--- config.mk ---
export PLATFORM = sky130hd
export DESIGN_NAME = mtc_policy
export DESIGN_NICKNAME = d
export VERILOG_FILES = /design/src/mtc_pkg.sv /design/src/mtc_policy.sv
export VERILOG_INCLUDE_DIRS = /design/src
export SDC_FILE = /design/constraint.sdc
export NUM_CORES = 2
export LEC_CHECK = 0
export BUFFER_PORTS_ARGS = -buffer_cell sky130_fd_sc_hd__buf_2
export CAP_MARGIN = 20
export CORE_AREA = 2 2 504 556
export DETAILED_ROUTE_END_ITERATION = 10
export DIE_AREA = 0 0 506 558
export PLACE_DENSITY = 0.7
export SLEW_MARGIN = 20
export SYNTH_ARGS = -nofsm -noshare
export SYNTH_HDL_FRONTEND = slang
export SYNTH_SLANG_ARGS = --single-unit
export TNS_END_PERCENT = 5
--- constraint.sdc ---
create_clock -name clk -period 6 [get_ports clk]
set_input_delay 0.3 -clock clk [delete_from_list [all_inputs] [get_ports clk]]
set_output_delay 0.3 -clock clk [all_outputs]
set_load 0.02 [all_outputs]
--- src/mtc_consts.svh ---
// Offsets, field positions, codes and reset values of the memory type policy unit
`ifndef MTC_CONSTS_SVH
`define MTC_CONSTS_SVH
// Register byte offsets
`define MTC_CTRL_OFFSET 8'h00
`define MTC_STATUS_OFFSET 8'h04
`define MTC_COUNT_OFFSET 8'h08
// Control fields
`define MTC_CTRL_FLUSH_BIT 0
`define MTC_CTRL_SNOOP_EN_BIT 1
`define MTC_CTRL_RESET 32'h0000_0002
// Status fields
`define MTC_STATUS_BUSY_BIT 0
`define MTC_STATUS_WC_ACTIVE_BIT 1
`define MTC_STATUS_WC_FULL_BIT 2
// Effective memory type codes
`define MTC_MT_STRONG 3'h0
`define MTC_MT_WEAK 3'h1
`define MTC_MT_COMBINE 3'h2
`define MTC_MT_WTHRU 3'h3
`define MTC_MT_WBACK 3'h4
`define MTC_MT_WPROT 3'h5
// System bus commands
`define MTC_CMD_RD_SINGLE 3'h0
`define MTC_CMD_WR_SINGLE 3'h1
`define MTC_CMD_RD_LINE 3'h2
`define MTC_CMD_WR_LINE 3'h3
`define MTC_CMD_WR_PARTIAL 3'h4
`define MTC_CMD_WR_INVAL 3'h5
`endif

--- src/mtc_pkg.sv ---
// Types of the memory type policy unit
package mtc_pkg;
  typedef enum logic [2:0] {
    IDLE, DECIDE, WBACK, FILL, SINGLE, FLUSH, DONE
  } mtc_state_type;
endpackage : mtc_pkg

--- src/mtc_policy.sv ---
// Per-access memory type cache policy unit with a small line cache and one combining buffer
`timescale 1ns/100ps
`default_nettype none
`include "mtc_consts.svh"
// ===========================================================================
// Function
// - Strong uncached: no allocation, strict program order
// - Strong uncached: no speculative access at all
// - Weak uncached acts strong; range combining overrides
// - Combining: uncached, no coherency, speculation allowed
// - Combining writes merge in combining buffer
// - Partial combining buffer flushed on serializing events
// - Through and back: read hits cached, misses fill
// - Write through updates line and writes memory
// - Write through never fills invalid line
// - Write back miss fills, then writes in cache
// - Write back data stays dirty until write-back
// - Dirty line written back on eviction or snoop
// - Protected: cached reads, writes broadcast invalidation
// - Speculation allowed except for uncached types
// - Write through keeps memory coherent for non-snoopers
// - Fills are whole aligned lines, never partial
// - Full buffer bursts, else one partial per chunk
// ===========================================================================
module mtc_policy #(
  parameter int LINES = 4,
  parameter int WORDS = 8
) (
  // Clock, reset, enable
  input wire logic clk,
  input wire logic rst_n,
  input wire logic ce,
  // Wishbone slave
  input wire logic wbCyc,
  input wire logic wbStb,
  input wire logic wbWe,
  input wire logic [7:0] wbAdr,
  input wire logic [3:0] wbSel,
  input wire logic [31:0] wbDatW,
  output logic [31:0] wbDatR,
  output logic wbAck,
  // Core access port
  input wire logic coreReq,
  input wire logic coreWe,
  input wire logic coreSpec,
  input wire logic [2:0] coreType,
  input wire logic coreRangeCombine,
  input wire logic [31:0] coreAddr,
  input wire logic [63:0] coreWdata,
  input wire logic [7:0] coreBe,
  input wire logic coreSerialize,
  output logic coreAck,
  output logic coreErr,
  output logic [63:0] coreRdata,
  // System bus master
  output logic busValid,
  output logic [2:0] busCmd,
  output logic [31:0] busAddr,
  output logic [63:0] busWdata,
  output logic [7:0] busBe,
  output logic busLast,
  input wire logic busReady,
  input wire logic busRvalid,
  input wire logic [63:0] busRdata,
  // Snoop port
  input wire logic snoopValid,
  input wire logic [31:0] snoopAddr
);
  localparam int WB = $clog2(WORDS);
  localparam int OFF = WB + 3;
  localparam int IW = $clog2(LINES);
  localparam int TW = 32 - OFF - IW;

  initial begin
    if (LINES < 2 || (1 << IW) != LINES || WORDS < 2 || (1 << WB) != WORDS) begin
      $error("mtc_policy: LINES and WORDS must be powers of two, at least 2");
    end
  end

  // ===========================================================================
  // Storage
  logic [LINES-1:0] validReg;
  logic [LINES-1:0] dirtyReg;
  logic [TW-1:0] tagReg [LINES];
  logic [63:0] dataReg [LINES][WORDS];
  logic [63:0] wcData [WORDS];
  logic [7:0] wcBe [WORDS];
  logic wcActive;
  logic [31-OFF:0] wcLine;
  logic [31:0] ctrlReg;
  logic [31:0] countReg;
  mtc_pkg::mtc_state_type stateReg;
  logic [31:0] reqAddr;
  logic reqWe;
  logic reqSpec;
  logic [2:0] reqType;
  logic [63:0] reqData;
  logic [7:0] reqBe;
  logic reqPending;
  logic snoopWb;
  logic [IW-1:0] vicIdx;
  logic [WB-1:0] beatCnt;
  logic cmdSent;
  logic fillDone;
  logic wbackDone;
  logic flushDone;

  // ===========================================================================
  // Address decode
  logic [IW-1:0] reqIdx;
  logic [TW-1:0] reqTag;
  logic [WB-1:0] reqWord;
  logic reqHit;
  logic [IW-1:0] snIdx;
  logic snHit;
  logic wcFull;
  logic isUncached;
  logic isCacheable;
  logic [2:0] effType;
  logic flushReq;

  assign reqIdx = reqAddr[OFF+IW-1:OFF];
  assign reqTag = reqAddr[31:OFF+IW];
  assign reqWord = reqAddr[OFF-1:3];
  assign reqHit = validReg[reqIdx] && tagReg[reqIdx] == reqTag;
  assign snIdx = snoopAddr[OFF+IW-1:OFF];
  assign snHit = ctrlReg[`MTC_CTRL_SNOOP_EN_BIT] && validReg[snIdx] && tagReg[snIdx] == snoopAddr[31:OFF+IW];
  assign isUncached = reqType == `MTC_MT_STRONG || reqType == `MTC_MT_WEAK;
  assign isCacheable = reqType == `MTC_MT_WTHRU || reqType == `MTC_MT_WBACK || reqType == `MTC_MT_WPROT;
  assign flushReq = coreSerialize || ctrlReg[`MTC_CTRL_FLUSH_BIT];

  always_comb begin
    wcFull = 1'b1;
    for (int i = 0; i < WORDS; i++) begin
      if (wcBe[i] != 8'hFF) begin
        wcFull = 1'b0;
      end
    end
  end

  // Weak uncached taken as combining when the range registers say combining
  always_comb begin
    effType = coreType;
    if (coreType == `MTC_MT_WEAK && coreRangeCombine) begin
      effType = `MTC_MT_COMBINE;
    end
  end

  // ===========================================================================
  // Wishbone registers
  always_ff @(posedge clk) begin
    if (!rst_n) begin
      wbAck <= 1'b0;
      wbDatR <= 32'h0000_0000;
      ctrlReg <= `MTC_CTRL_RESET;
    end else if (ce) begin
      wbAck <= wbCyc && wbStb && !wbAck;
      if (ctrlReg[`MTC_CTRL_FLUSH_BIT] && (stateReg == mtc_pkg::FLUSH || !wcActive)) begin
        ctrlReg[`MTC_CTRL_FLUSH_BIT] <= 1'b0;
      end
      if (wbCyc && wbStb && !wbAck) begin
        wbDatR <= 32'h0000_0000;
        if (wbWe && wbAdr == `MTC_CTRL_OFFSET && wbSel[0]) begin
          ctrlReg[1:0] <= wbDatW[1:0];
        end else if (!wbWe) begin
          unique case (wbAdr)
            `MTC_CTRL_OFFSET: wbDatR <= ctrlReg;
            `MTC_STATUS_OFFSET: wbDatR <= {29'h0, wcFull, wcActive, stateReg != mtc_pkg::IDLE};
            `MTC_COUNT_OFFSET: wbDatR <= countReg;
            default: wbDatR <= 32'h0000_0000;
          endcase
        end
      end
    end
  end

  // ===========================================================================
  // Sequencer and system bus
  logic beatTaken;
  assign beatTaken = busValid && busReady;

  always_ff @(posedge clk) begin
    if (!rst_n) begin
      stateReg <= mtc_pkg::IDLE;
      busValid <= 1'b0;
      busCmd <= `MTC_CMD_RD_SINGLE;
      busAddr <= 32'h0000_0000;
      busWdata <= 64'h0;
      busBe <= 8'h00;
      busLast <= 1'b0;
      coreAck <= 1'b0;
      coreErr <= 1'b0;
      coreRdata <= 64'h0;
      reqAddr <= 32'h0000_0000;
      reqWe <= 1'b0;
      reqSpec <= 1'b0;
      reqType <= `MTC_MT_STRONG;
      reqData <= 64'h0;
      reqBe <= 8'h00;
      reqPending <= 1'b0;
      snoopWb <= 1'b0;
      vicIdx <= '0;
      beatCnt <= '0;
      cmdSent <= 1'b0;
      countReg <= 32'h0000_0000;
    end else if (ce) begin
      coreAck <= 1'b0;
      if (beatTaken) begin
        busValid <= 1'b0;
        countReg <= countReg + 32'h1;
      end
      unique case (stateReg)
        mtc_pkg::IDLE: begin
          coreErr <= 1'b0;
          if (snoopValid && snHit && dirtyReg[snIdx]) begin
            vicIdx <= snIdx;
            snoopWb <= 1'b1;
            beatCnt <= '0;
            stateReg <= mtc_pkg::WBACK;
          end else if (wcActive && (flushReq || wcFull)) begin
            beatCnt <= '0;
            stateReg <= mtc_pkg::FLUSH;
          end else if (coreReq && !coreAck) begin
            // The request of the access just answered still stands in this cycle
            reqAddr <= coreAddr;
            reqWe <= coreWe;
            reqSpec <= coreSpec;
            reqType <= effType;
            reqData <= coreWdata;
            reqBe <= coreBe;
            reqPending <= 1'b1;
            stateReg <= mtc_pkg::DECIDE;
          end
        end
        mtc_pkg::DECIDE: begin
          beatCnt <= '0;
          cmdSent <= 1'b0;
          if (reqSpec && isUncached) begin
            coreErr <= 1'b1;
            stateReg <= mtc_pkg::DONE;
          end else if (isUncached && wcActive) begin
            stateReg <= mtc_pkg::FLUSH;
          end else if (isUncached || reqType == `MTC_MT_COMBINE) begin
            if (reqType == `MTC_MT_COMBINE && reqWe) begin
              if (wcActive && wcLine != reqAddr[31:OFF]) begin
                stateReg <= mtc_pkg::FLUSH;
              end else begin
                stateReg <= mtc_pkg::DONE;
              end
            end else begin
              stateReg <= mtc_pkg::SINGLE;
            end
          end else if (reqHit) begin
            if (!reqWe) begin
              coreRdata <= dataReg[reqIdx][reqWord];
              stateReg <= mtc_pkg::DONE;
            end else if (reqType == `MTC_MT_WBACK) begin
              stateReg <= mtc_pkg::DONE;
            end else begin
              stateReg <= mtc_pkg::SINGLE;
            end
          end else if (reqWe && reqType != `MTC_MT_WBACK) begin
            stateReg <= mtc_pkg::SINGLE;
          end else begin
            vicIdx <= reqIdx;
            snoopWb <= 1'b0;
            stateReg <= (validReg[reqIdx] && dirtyReg[reqIdx]) ? mtc_pkg::WBACK : mtc_pkg::FILL;
          end
        end
        mtc_pkg::WBACK: begin
          if (!busValid && !wbackDone) begin
            busValid <= 1'b1;
            busCmd <= `MTC_CMD_WR_LINE;
            busAddr <= {tagReg[vicIdx], vicIdx, beatCnt, 3'h0};
            busWdata <= dataReg[vicIdx][beatCnt];
            busBe <= 8'hFF;
            busLast <= beatCnt == WB'(WORDS - 1);
          end
          if (beatTaken) begin
            beatCnt <= beatCnt + WB'(1);
          end
          if (wbackDone) begin
            beatCnt <= '0;
            snoopWb <= 1'b0;
            stateReg <= snoopWb ? mtc_pkg::IDLE : mtc_pkg::FILL;
          end
        end
        mtc_pkg::FILL: begin
          if (!cmdSent && !busValid) begin
            busValid <= 1'b1;
            busCmd <= `MTC_CMD_RD_LINE;
            busAddr <= {reqAddr[31:OFF], {OFF{1'b0}}};
            busBe <= 8'hFF;
            busLast <= 1'b1;
          end
          if (beatTaken) begin
            cmdSent <= 1'b1;
          end
          if (cmdSent && busRvalid) begin
            beatCnt <= beatCnt + WB'(1);
          end
          if (fillDone) begin
            stateReg <= mtc_pkg::DECIDE;
          end
        end
        mtc_pkg::SINGLE: begin
          if (!cmdSent && !busValid) begin
            busValid <= 1'b1;
            busAddr <= reqAddr;
            busWdata <= reqData;
            busBe <= reqWe ? reqBe : 8'hFF;
            busLast <= 1'b1;
            if (!reqWe) begin
              busCmd <= `MTC_CMD_RD_SINGLE;
            end else if (reqType == `MTC_MT_WPROT) begin
              busCmd <= `MTC_CMD_WR_INVAL;
            end else begin
              busCmd <= `MTC_CMD_WR_SINGLE;
            end
          end
          if (beatTaken) begin
            cmdSent <= 1'b1;
            if (reqWe) begin
              stateReg <= mtc_pkg::DONE;
            end
          end
          if (cmdSent && !reqWe && busRvalid) begin
            coreRdata <= busRdata;
            stateReg <= mtc_pkg::DONE;
          end
        end
        mtc_pkg::FLUSH: begin
          if (!busValid && !flushDone) begin
            if (wcFull) begin
              busValid <= 1'b1;
              busCmd <= `MTC_CMD_WR_LINE;
              busBe <= 8'hFF;
              busLast <= beatCnt == WB'(WORDS - 1);
            end else if (wcBe[beatCnt] != 8'h00) begin
              busValid <= 1'b1;
              busCmd <= `MTC_CMD_WR_PARTIAL;
              busBe <= wcBe[beatCnt];
              busLast <= 1'b1;
            end else begin
              beatCnt <= beatCnt + WB'(1);
            end
            busAddr <= {wcLine, beatCnt, 3'h0};
            busWdata <= wcData[beatCnt];
          end
          if (beatTaken) begin
            beatCnt <= beatCnt + WB'(1);
          end
          if (flushDone) begin
            beatCnt <= '0;
            stateReg <= reqPending ? mtc_pkg::DECIDE : mtc_pkg::IDLE;
          end
        end
        mtc_pkg::DONE: begin
          coreAck <= 1'b1;
          reqPending <= 1'b0;
          stateReg <= mtc_pkg::IDLE;
        end
      endcase
    end
  end

  assign wbackDone = stateReg == mtc_pkg::WBACK && beatTaken && busLast;
  assign fillDone = stateReg == mtc_pkg::FILL && cmdSent && busRvalid && beatCnt == WB'(WORDS - 1);
  assign flushDone = stateReg == mtc_pkg::FLUSH && ((beatTaken && beatCnt == WB'(WORDS - 1))
    || (!busValid && !wcFull && wcBe[beatCnt] == 8'h00 && beatCnt == WB'(WORDS - 1)));

  // ===========================================================================
  // Line array
  logic writeHit;
  assign writeHit = stateReg == mtc_pkg::DECIDE && reqWe && reqHit && !(reqSpec && isUncached)
    && (reqType == `MTC_MT_WBACK || reqType == `MTC_MT_WTHRU);

  always_ff @(posedge clk) begin
    if (!rst_n) begin
      validReg <= '0;
      dirtyReg <= '0;
    end else if (ce) begin
      if (stateReg == mtc_pkg::IDLE && snoopValid && snHit && !dirtyReg[snIdx]) begin
        validReg[snIdx] <= 1'b0;
      end
      if (wbackDone) begin
        dirtyReg[vicIdx] <= 1'b0;
        if (snoopWb) begin
          validReg[vicIdx] <= 1'b0;
        end
      end
      if (stateReg == mtc_pkg::FILL && cmdSent && busRvalid) begin
        dataReg[reqIdx][beatCnt] <= busRdata;
        validReg[reqIdx] <= 1'b0;
        if (fillDone) begin
          validReg[reqIdx] <= 1'b1;
          dirtyReg[reqIdx] <= 1'b0;
          tagReg[reqIdx] <= reqTag;
        end
      end
      if (writeHit) begin
        for (int b = 0; b < 8; b++) begin
          if (reqBe[b]) begin
            dataReg[reqIdx][reqWord][b*8 +: 8] <= reqData[b*8 +: 8];
          end
        end
        if (reqType == `MTC_MT_WBACK) begin
          dirtyReg[reqIdx] <= 1'b1;
        end
      end
      if (stateReg == mtc_pkg::DECIDE && reqWe && reqHit && reqType == `MTC_MT_WPROT) begin
        validReg[reqIdx] <= 1'b0;
      end
    end
  end

  // ===========================================================================
  // Combining buffer
  always_ff @(posedge clk) begin
    if (!rst_n) begin
      wcActive <= 1'b0;
      wcLine <= '0;
      for (int w = 0; w < WORDS; w++) begin
        wcBe[w] <= 8'h00;
        wcData[w] <= 64'h0;
      end
    end else if (ce) begin
      if (flushDone) begin
        wcActive <= 1'b0;
        for (int w = 0; w < WORDS; w++) begin
          wcBe[w] <= 8'h00;
        end
      end else if (stateReg == mtc_pkg::DECIDE && reqWe && reqType == `MTC_MT_COMBINE
                   && !(wcActive && wcLine != reqAddr[31:OFF])) begin
        wcActive <= 1'b1;
        wcLine <= reqAddr[31:OFF];
        for (int b = 0; b < 8; b++) begin
          if (reqBe[b]) begin
            wcData[reqWord][b*8 +: 8] <= reqData[b*8 +: 8];
          end
        end
        wcBe[reqWord] <= wcBe[reqWord] | reqBe;
      end
    end
  end
endmodule : mtc_policy
`default_nettype wire

* Word-level counts from Yosys, hierarchy flattened
Memories as Yosys holds them, arrays and structs flattened. A register that Yosys moved wholly into a read port is not among the register bits.
Cells that the tools add are included.
** Operators by class
- Add/subtract/negate cells :: 2
- $lt $le $gt $ge :: 10
- Eq/ne operators :: 59
- Multiplexer cells :: 4402
- Bitwise logic cells :: 4121
- Reductions and logical operators :: 107
** Operator list (count)
- 2-to-1 mux 512 bit :: 9
- 2-to-1 mux 1 bit :: 4233
- OR 1 bit :: 4104
- demux 64 bit (select 3 bit) :: 9
- 2-to-1 mux 64 bit :: 16
- binary-select mux 64 bit (select 3 bit) :: 2
- 2-to-1 mux 32 bit :: 7
- one-hot mux 64 bit (3 select lines) :: 1
- 2-to-1 mux 8 bit :: 18
- one-hot mux 32 bit (4 select lines) :: 1
- one-hot mux 64 bit (2 select lines) :: 1
- 2-to-1 mux 3 bit :: 42
- one-hot mux 32 bit (3 select lines) :: 1
- 2-to-1 mux 4 bit :: 21
- != test 8 bit (second input constant) :: 8
- OR reduction 64 bit :: 1
- 2-to-1 mux 56 bit :: 1
- logical AND 1 bit :: 51
- equality test 24 bit :: 2
- 2-to-1 mux 48 bit :: 1
- != test 2 bit (second input constant) :: 21
- 2-to-1 mux 40 bit :: 1
- 2-to-1 mux 2 bit :: 18
- adder 32 x 1 -> 32 bit (second input constant) :: 1
- other kinds (49) :: 131
** Storage, ports and cells
- Flip-flop bits (word level) :: 397
- Memory bits (writable) :: 2720
- Bits of input ports :: 261
- Output and inout bits :: 208
- Logic and storage cells :: 8735
- Memories :: 4
** Memory list
- dataReg :: depth 4, width 512, rd ports 2, clocked after memory_dff 2, write ports 1, line mtc_policy.sv:85 : logic [63:0] dataReg [LINES][WORDS];
- wcData :: depth 8, width 64, rd ports 1, clocked after memory_dff 1, write ports 8, line mtc_policy.sv:86 : logic [63:0] wcData [WORDS];
- tagReg :: depth 4, width 24, rd ports 3, clocked after memory_dff 2, write ports 1, line mtc_policy.sv:84 : logic [TW-1:0] tagReg [LINES];
- wcBe :: depth 8, width 8, rd ports 10, clocked after memory_dff 2, write ports 8, line mtc_policy.sv:87 : logic [7:0] wcBe [WORDS];

* Depth between registers and ports, before layout
An unclocked memory read counts as a cell.
- Word-level depth :: 24
- Mapped depth :: 15
- Gate-level depth less buffers :: 9

* Worst setup path after synthesis
No wires, ideal clock.
- Path kind :: flip-flop to flip-flop
- Start :: reg with a tool-made name
- End :: mem dataReg[0][272] (netlist bit) (enable)
- Library setup time :: 375 ps
- Arrival time :: 3343 ps
- Required time :: 5625 ps
- Setup slack :: 2281 ps
- Stages on the path, launching flop included :: 12
- Buffers on the path :: 3
- Clock period less this slack :: 3719 ps
- Path through :: dfxtp_1 buf_6 buf_6 mux4_2 a221oi_2 nand4_1 or4_4 nor4_4 and2_2 nand2_2 buf_2 a21oi_1
** RTL lines (line)
- end: declaration :: mtc_policy.sv:85

==> flow_metrics.env <==
export IMPL_worst_setup_path_end_kind="register"
export IMPL_min_path_cells=3
export IMPL_required_ns=6.48
export IMPL_hold_violations=0
export IMPL_slew_headroom_pct=16.4
export IMPL_hold_class="in2reg"
export IMPL_route_detailed_drc=0
export IMPL_min_period_ns=5.38
export IMPL_numCtsBuffers=326
export IMPL_cts_hold_buf=181
export IMPL_dr_pass1_iters=9
export IMPL_cp_arrival_ns=5.86
export IMPL_synth_edf_count=2720
export IMPL_path_clk_slew_ns=0.06
export IMPL_finalClockSkew_ns=0.0455
export IMPL_clock_path_buffers=4
export IMPL_timing_rr_end="dataReg[3][376]"
export IMPL_fmax_mhz=186
export IMPL_synth_area_um2=152000
export IMPL_drt_iter0_markers=15356
export IMPL_cts_setup_buffers=0
export IMPL_r2r_cells=9
export IMPL_timing_final_crit_share_pct=89.6
export IMPL_setup_violations=0
export IMPL_ctsRootBufferMaster="clkbuf_16"
export IMPL_grtUsageMet1_pct=44.6
export IMPL_powerDensity_nw_per_um2=289
export IMPL_drive_above_1_share_pct=30.9
export IMPL_cap_violations=0
export IMPL_postSynthAreaPerCell_um2=15.6
export IMPL_grt_pass1_vias=98583
export IMPL_fin_tns_setup_ns=0
export IMPL_synth_seq_cells=3127
export IMPL_ys_types=79
export IMPL_antenna_found_initial=35
export IMPL_grt_pass1_wl_mm=696
export IMPL_core_um2=277000
export IMPL_via_count=99288
export IMPL_fillers=20167
export IMPL_totalWireLength_mm=492
export IMPL_h_tree_depth=5
export IMPL_p_leak_uw=0.0549
export IMPL_die_h_um=558
export IMPL_cts_tree="yes"
export IMPL_critical_path_class="reg2reg"
export IMPL_syn_to_final_growth_pct=12.6
export IMPL_gp_congestion=0.946
export IMPL_cts_resized=0
export IMPL_crit_fanout=30
export IMPL_worstHoldEndpoint="coreRdata[14]"
export IMPL_synth_net_count=9983
export IMPL_rsz0062_at_grt="false"
export IMPL_io_pins=469
export IMPL_ys_warn_count=0
export IMPL_drtAntennaViolNets=0
export IMPL_ir_worst_vdd_mv=0.255
export IMPL_grt_use_met2_pct=54.3
export IMPL_grt_busiest_layer="met2"
export IMPL_die_w_um=506
export IMPL_grt_start_max_net_pins=134
export IMPL_slew_viol_final=0
export IMPL_worst_r2r_setup_slack_ns=0.62
export IMPL_synthFlopType="edfxtp_1"
export IMPL_dpl_hpwl_mm=319
export IMPL_fin_nets=10383
export IMPL_hold_ws_ns=0.0757
export IMPL_insertion_delay_ns=0.91
export IMPL_async_reset_ff_share_pct=0
export IMPL_via_per_inst=7.04
export IMPL_startpoint_type="register"
export IMPL_grtUsageMet3_pct=8.17
export IMPL_tightest_slew_ns=1.25
export IMPL_floorplan_initialDensity_pct=54.7
export IMPL_dieArea_um2=282000
export IMPL_grt_overflow=0
export IMPL_cts_sinks=3127
export IMPL_synthCells=9719
export IMPL_yosysSeqAreaShare_pct=59.3
export IMPL_post_drt_wl_per_cell_um=34.9
export IMPL_io_buffers=429
export IMPL_worstHoldStart="busRdata[14]"
export IMPL_status="finished clean"
export IMPL_grt_usage_pct=34.3
export IMPL_rows=203
[cell usage after synthesis (all sizes together) (3+ instances only)]
master	count	area [um^2]
dfxtp	407	8150
o221ai	7	61.3
inv	33	124
a222oi	4	40.0
a22o	4	35.0
or2	5	33.8
ha	3	37.5
mux4	1322	29800
and2	534	3340
edfxtp	2720	81700
or4	6	52.6
and3	76	475
or3	33	206
nand2	677	2570
o21a	3	22.5
o31ai	13	111
xor2	38	333
clkbuf	605	2270
o2111ai	66	578
mux2i	326	3260
o21ai	106	531
nand4	45	282
a22oi	90	676
a221oi	92	812
o2bb2ai	4	35.0
nand2b	81	507
o211ai	24	180
a31oi	13	81.3
a311oi	10	87.6
nand3	47	235
buf	306	1330
nor3b	4	30.0
nor2b	22	138
a21oi	614	3070
a2111oi	3	26.3
a32oi	3	26.3
nor4	16	136
o21bai	3	22.5
xnor2	55	482
nor3	100	517
mux2	518	5830
a211oi	115	863
o22ai	95	594
nor2	449	1720
[layout make-up]
cell class | count | area [um^2] | area share, %
clock buffers | 424 | 8960 | 5.25
multi-input cells | 5648 | 58300 | 34.1
flip-flops and latches | 3127 | 89900 | 52.7
well taps | 3690 | 4620 | 2.70
clock inverters | 159 | 1460 | 0.853
diodes | 35 | 87.6 | 0.0513
repair buffers | 983 | 7290 | 4.27
inverters | 33 | 141 | 0.0828
[layer usage]
layer	wire length (um)	up-vias	part of all wire, %
met2	232000	7355	47
met5	187	-	0.038
met1	170000	50805	34
met4	28800	26	5.9
met3	61700	1429	13
li1	-	39673	-
[report_power, final]
| group | total (uW) | internal (uW) | switching, uW |
|---|---|---|---|
| clock | 20100 | 11600 | 8570 |
| sequential | 24200 | 23800 | 388 |
| combinational | 5060 | 1960 | 3100 |
| total | 49400 | 37300 | 12100 |
[flip-flops by register name, indices dropped and copies added, names as in the netlist, 2 cells and up, named ones only]
| signal | flops |
|---|---|
| dataReg | 2048 |
| wcData | 512 |
| tagReg | 96 |
| busWdata | 64 |
| coreRdata | 64 |
| reqData | 64 |
| wcBe | 64 |
| busAddr | 32 |
| countReg | 32 |
| reqAddr | 32 |
| wbDatR | 32 |
| wcLine | 26 |
| busBe | 8 |
| reqBe | 8 |
| dirtyReg | 4 |
| validReg | 4 |
| beatCnt | 3 |
| busCmd | 3 |
| reqType | 3 |
| stateReg | 3 |
| ctrlReg | 2 |
| vicIdx | 2 |
[stage by stage]
step | power (uW) | area [um^2] | util, % | setup slack (ns) | instances
4_1_cts | 49400 | 171000 | 61.6 | 0.789 | 14060
6_report | 49400 | 171000 | 61.7 | 0.624 | 14099
3_3_place_gp | 29400 | 158000 | 57.2 | 0.927 | 13296
5_1_grt | 50500 | 171000 | 61.6 | 0.525 | 14073
2_1_floorplan | 27500 | 152000 | - | 2.28 | 9719
3_5_place_dp | 29500 | 158000 | 57.2 | 0.877 | 13296
[how the worst max path moves through the flow]
stage                     startpoint         endpoint  slack (ns)
after floorplan             register  dataReg[0][272]        2.28
after global placement      register    dataReg[3][3]        0.93
after detailed placement    register    dataReg[1][3]        0.88
after CTS                   register    dataReg[1][6]        0.79
after global routing        register  dataReg[3][376]        0.53
final                       register  dataReg[3][376]        0.62
[placed cells by master, fill, tap and decap left out, drive strengths merged, types with 38 or more instances in the layout]
master | netlist | layout
edfxtp | 2720 | 2720
mux4 | 1322 | 1322
buf | 306 | 801
nand2 | 677 | 677
a21oi | 614 | 614
and2 | 534 | 534
mux2 | 518 | 518
nor2 | 449 | 449
clkbuf | 605 | 425
dfxtp | 407 | 407
mux2i | 326 | 326
dlygate4sd3 | 0 | 181
a211oi | 115 | 115
clkinv | 0 | 114
o21ai | 106 | 106
nor3 | 100 | 100
o22ai | 95 | 95
a221oi | 92 | 92
a22oi | 90 | 90
nand2b | 81 | 81
and3 | 76 | 76
o2111ai | 66 | 66
xnor2 | 55 | 55
inv | 33 | 49
nand3 | 47 | 47
nand4 | 45 | 45
xor2 | 38 | 38
[worst max-delay path, cell delays in order, from the launching register on]
cell     delay [ns]
dfxtp_4        0.72
mux4_2         0.59
xnor2_1        0.39
nand2_1        0.12
or4_4          0.57
nor4_4         0.28
buf_4          0.55
and2_1         0.26
nand2_1        0.39
a21oi_1        0.99
[cell families after synthesis]
family / share of synthesized area [%]
simple gates: 6.80
flops: 59.3
fa+ha+maj: 0.0248
compound gates: 5.27
buf+inv: 2.46
mux: 25.6
xor+xnor: 0.537
Power figures use the tool's default switching activity.
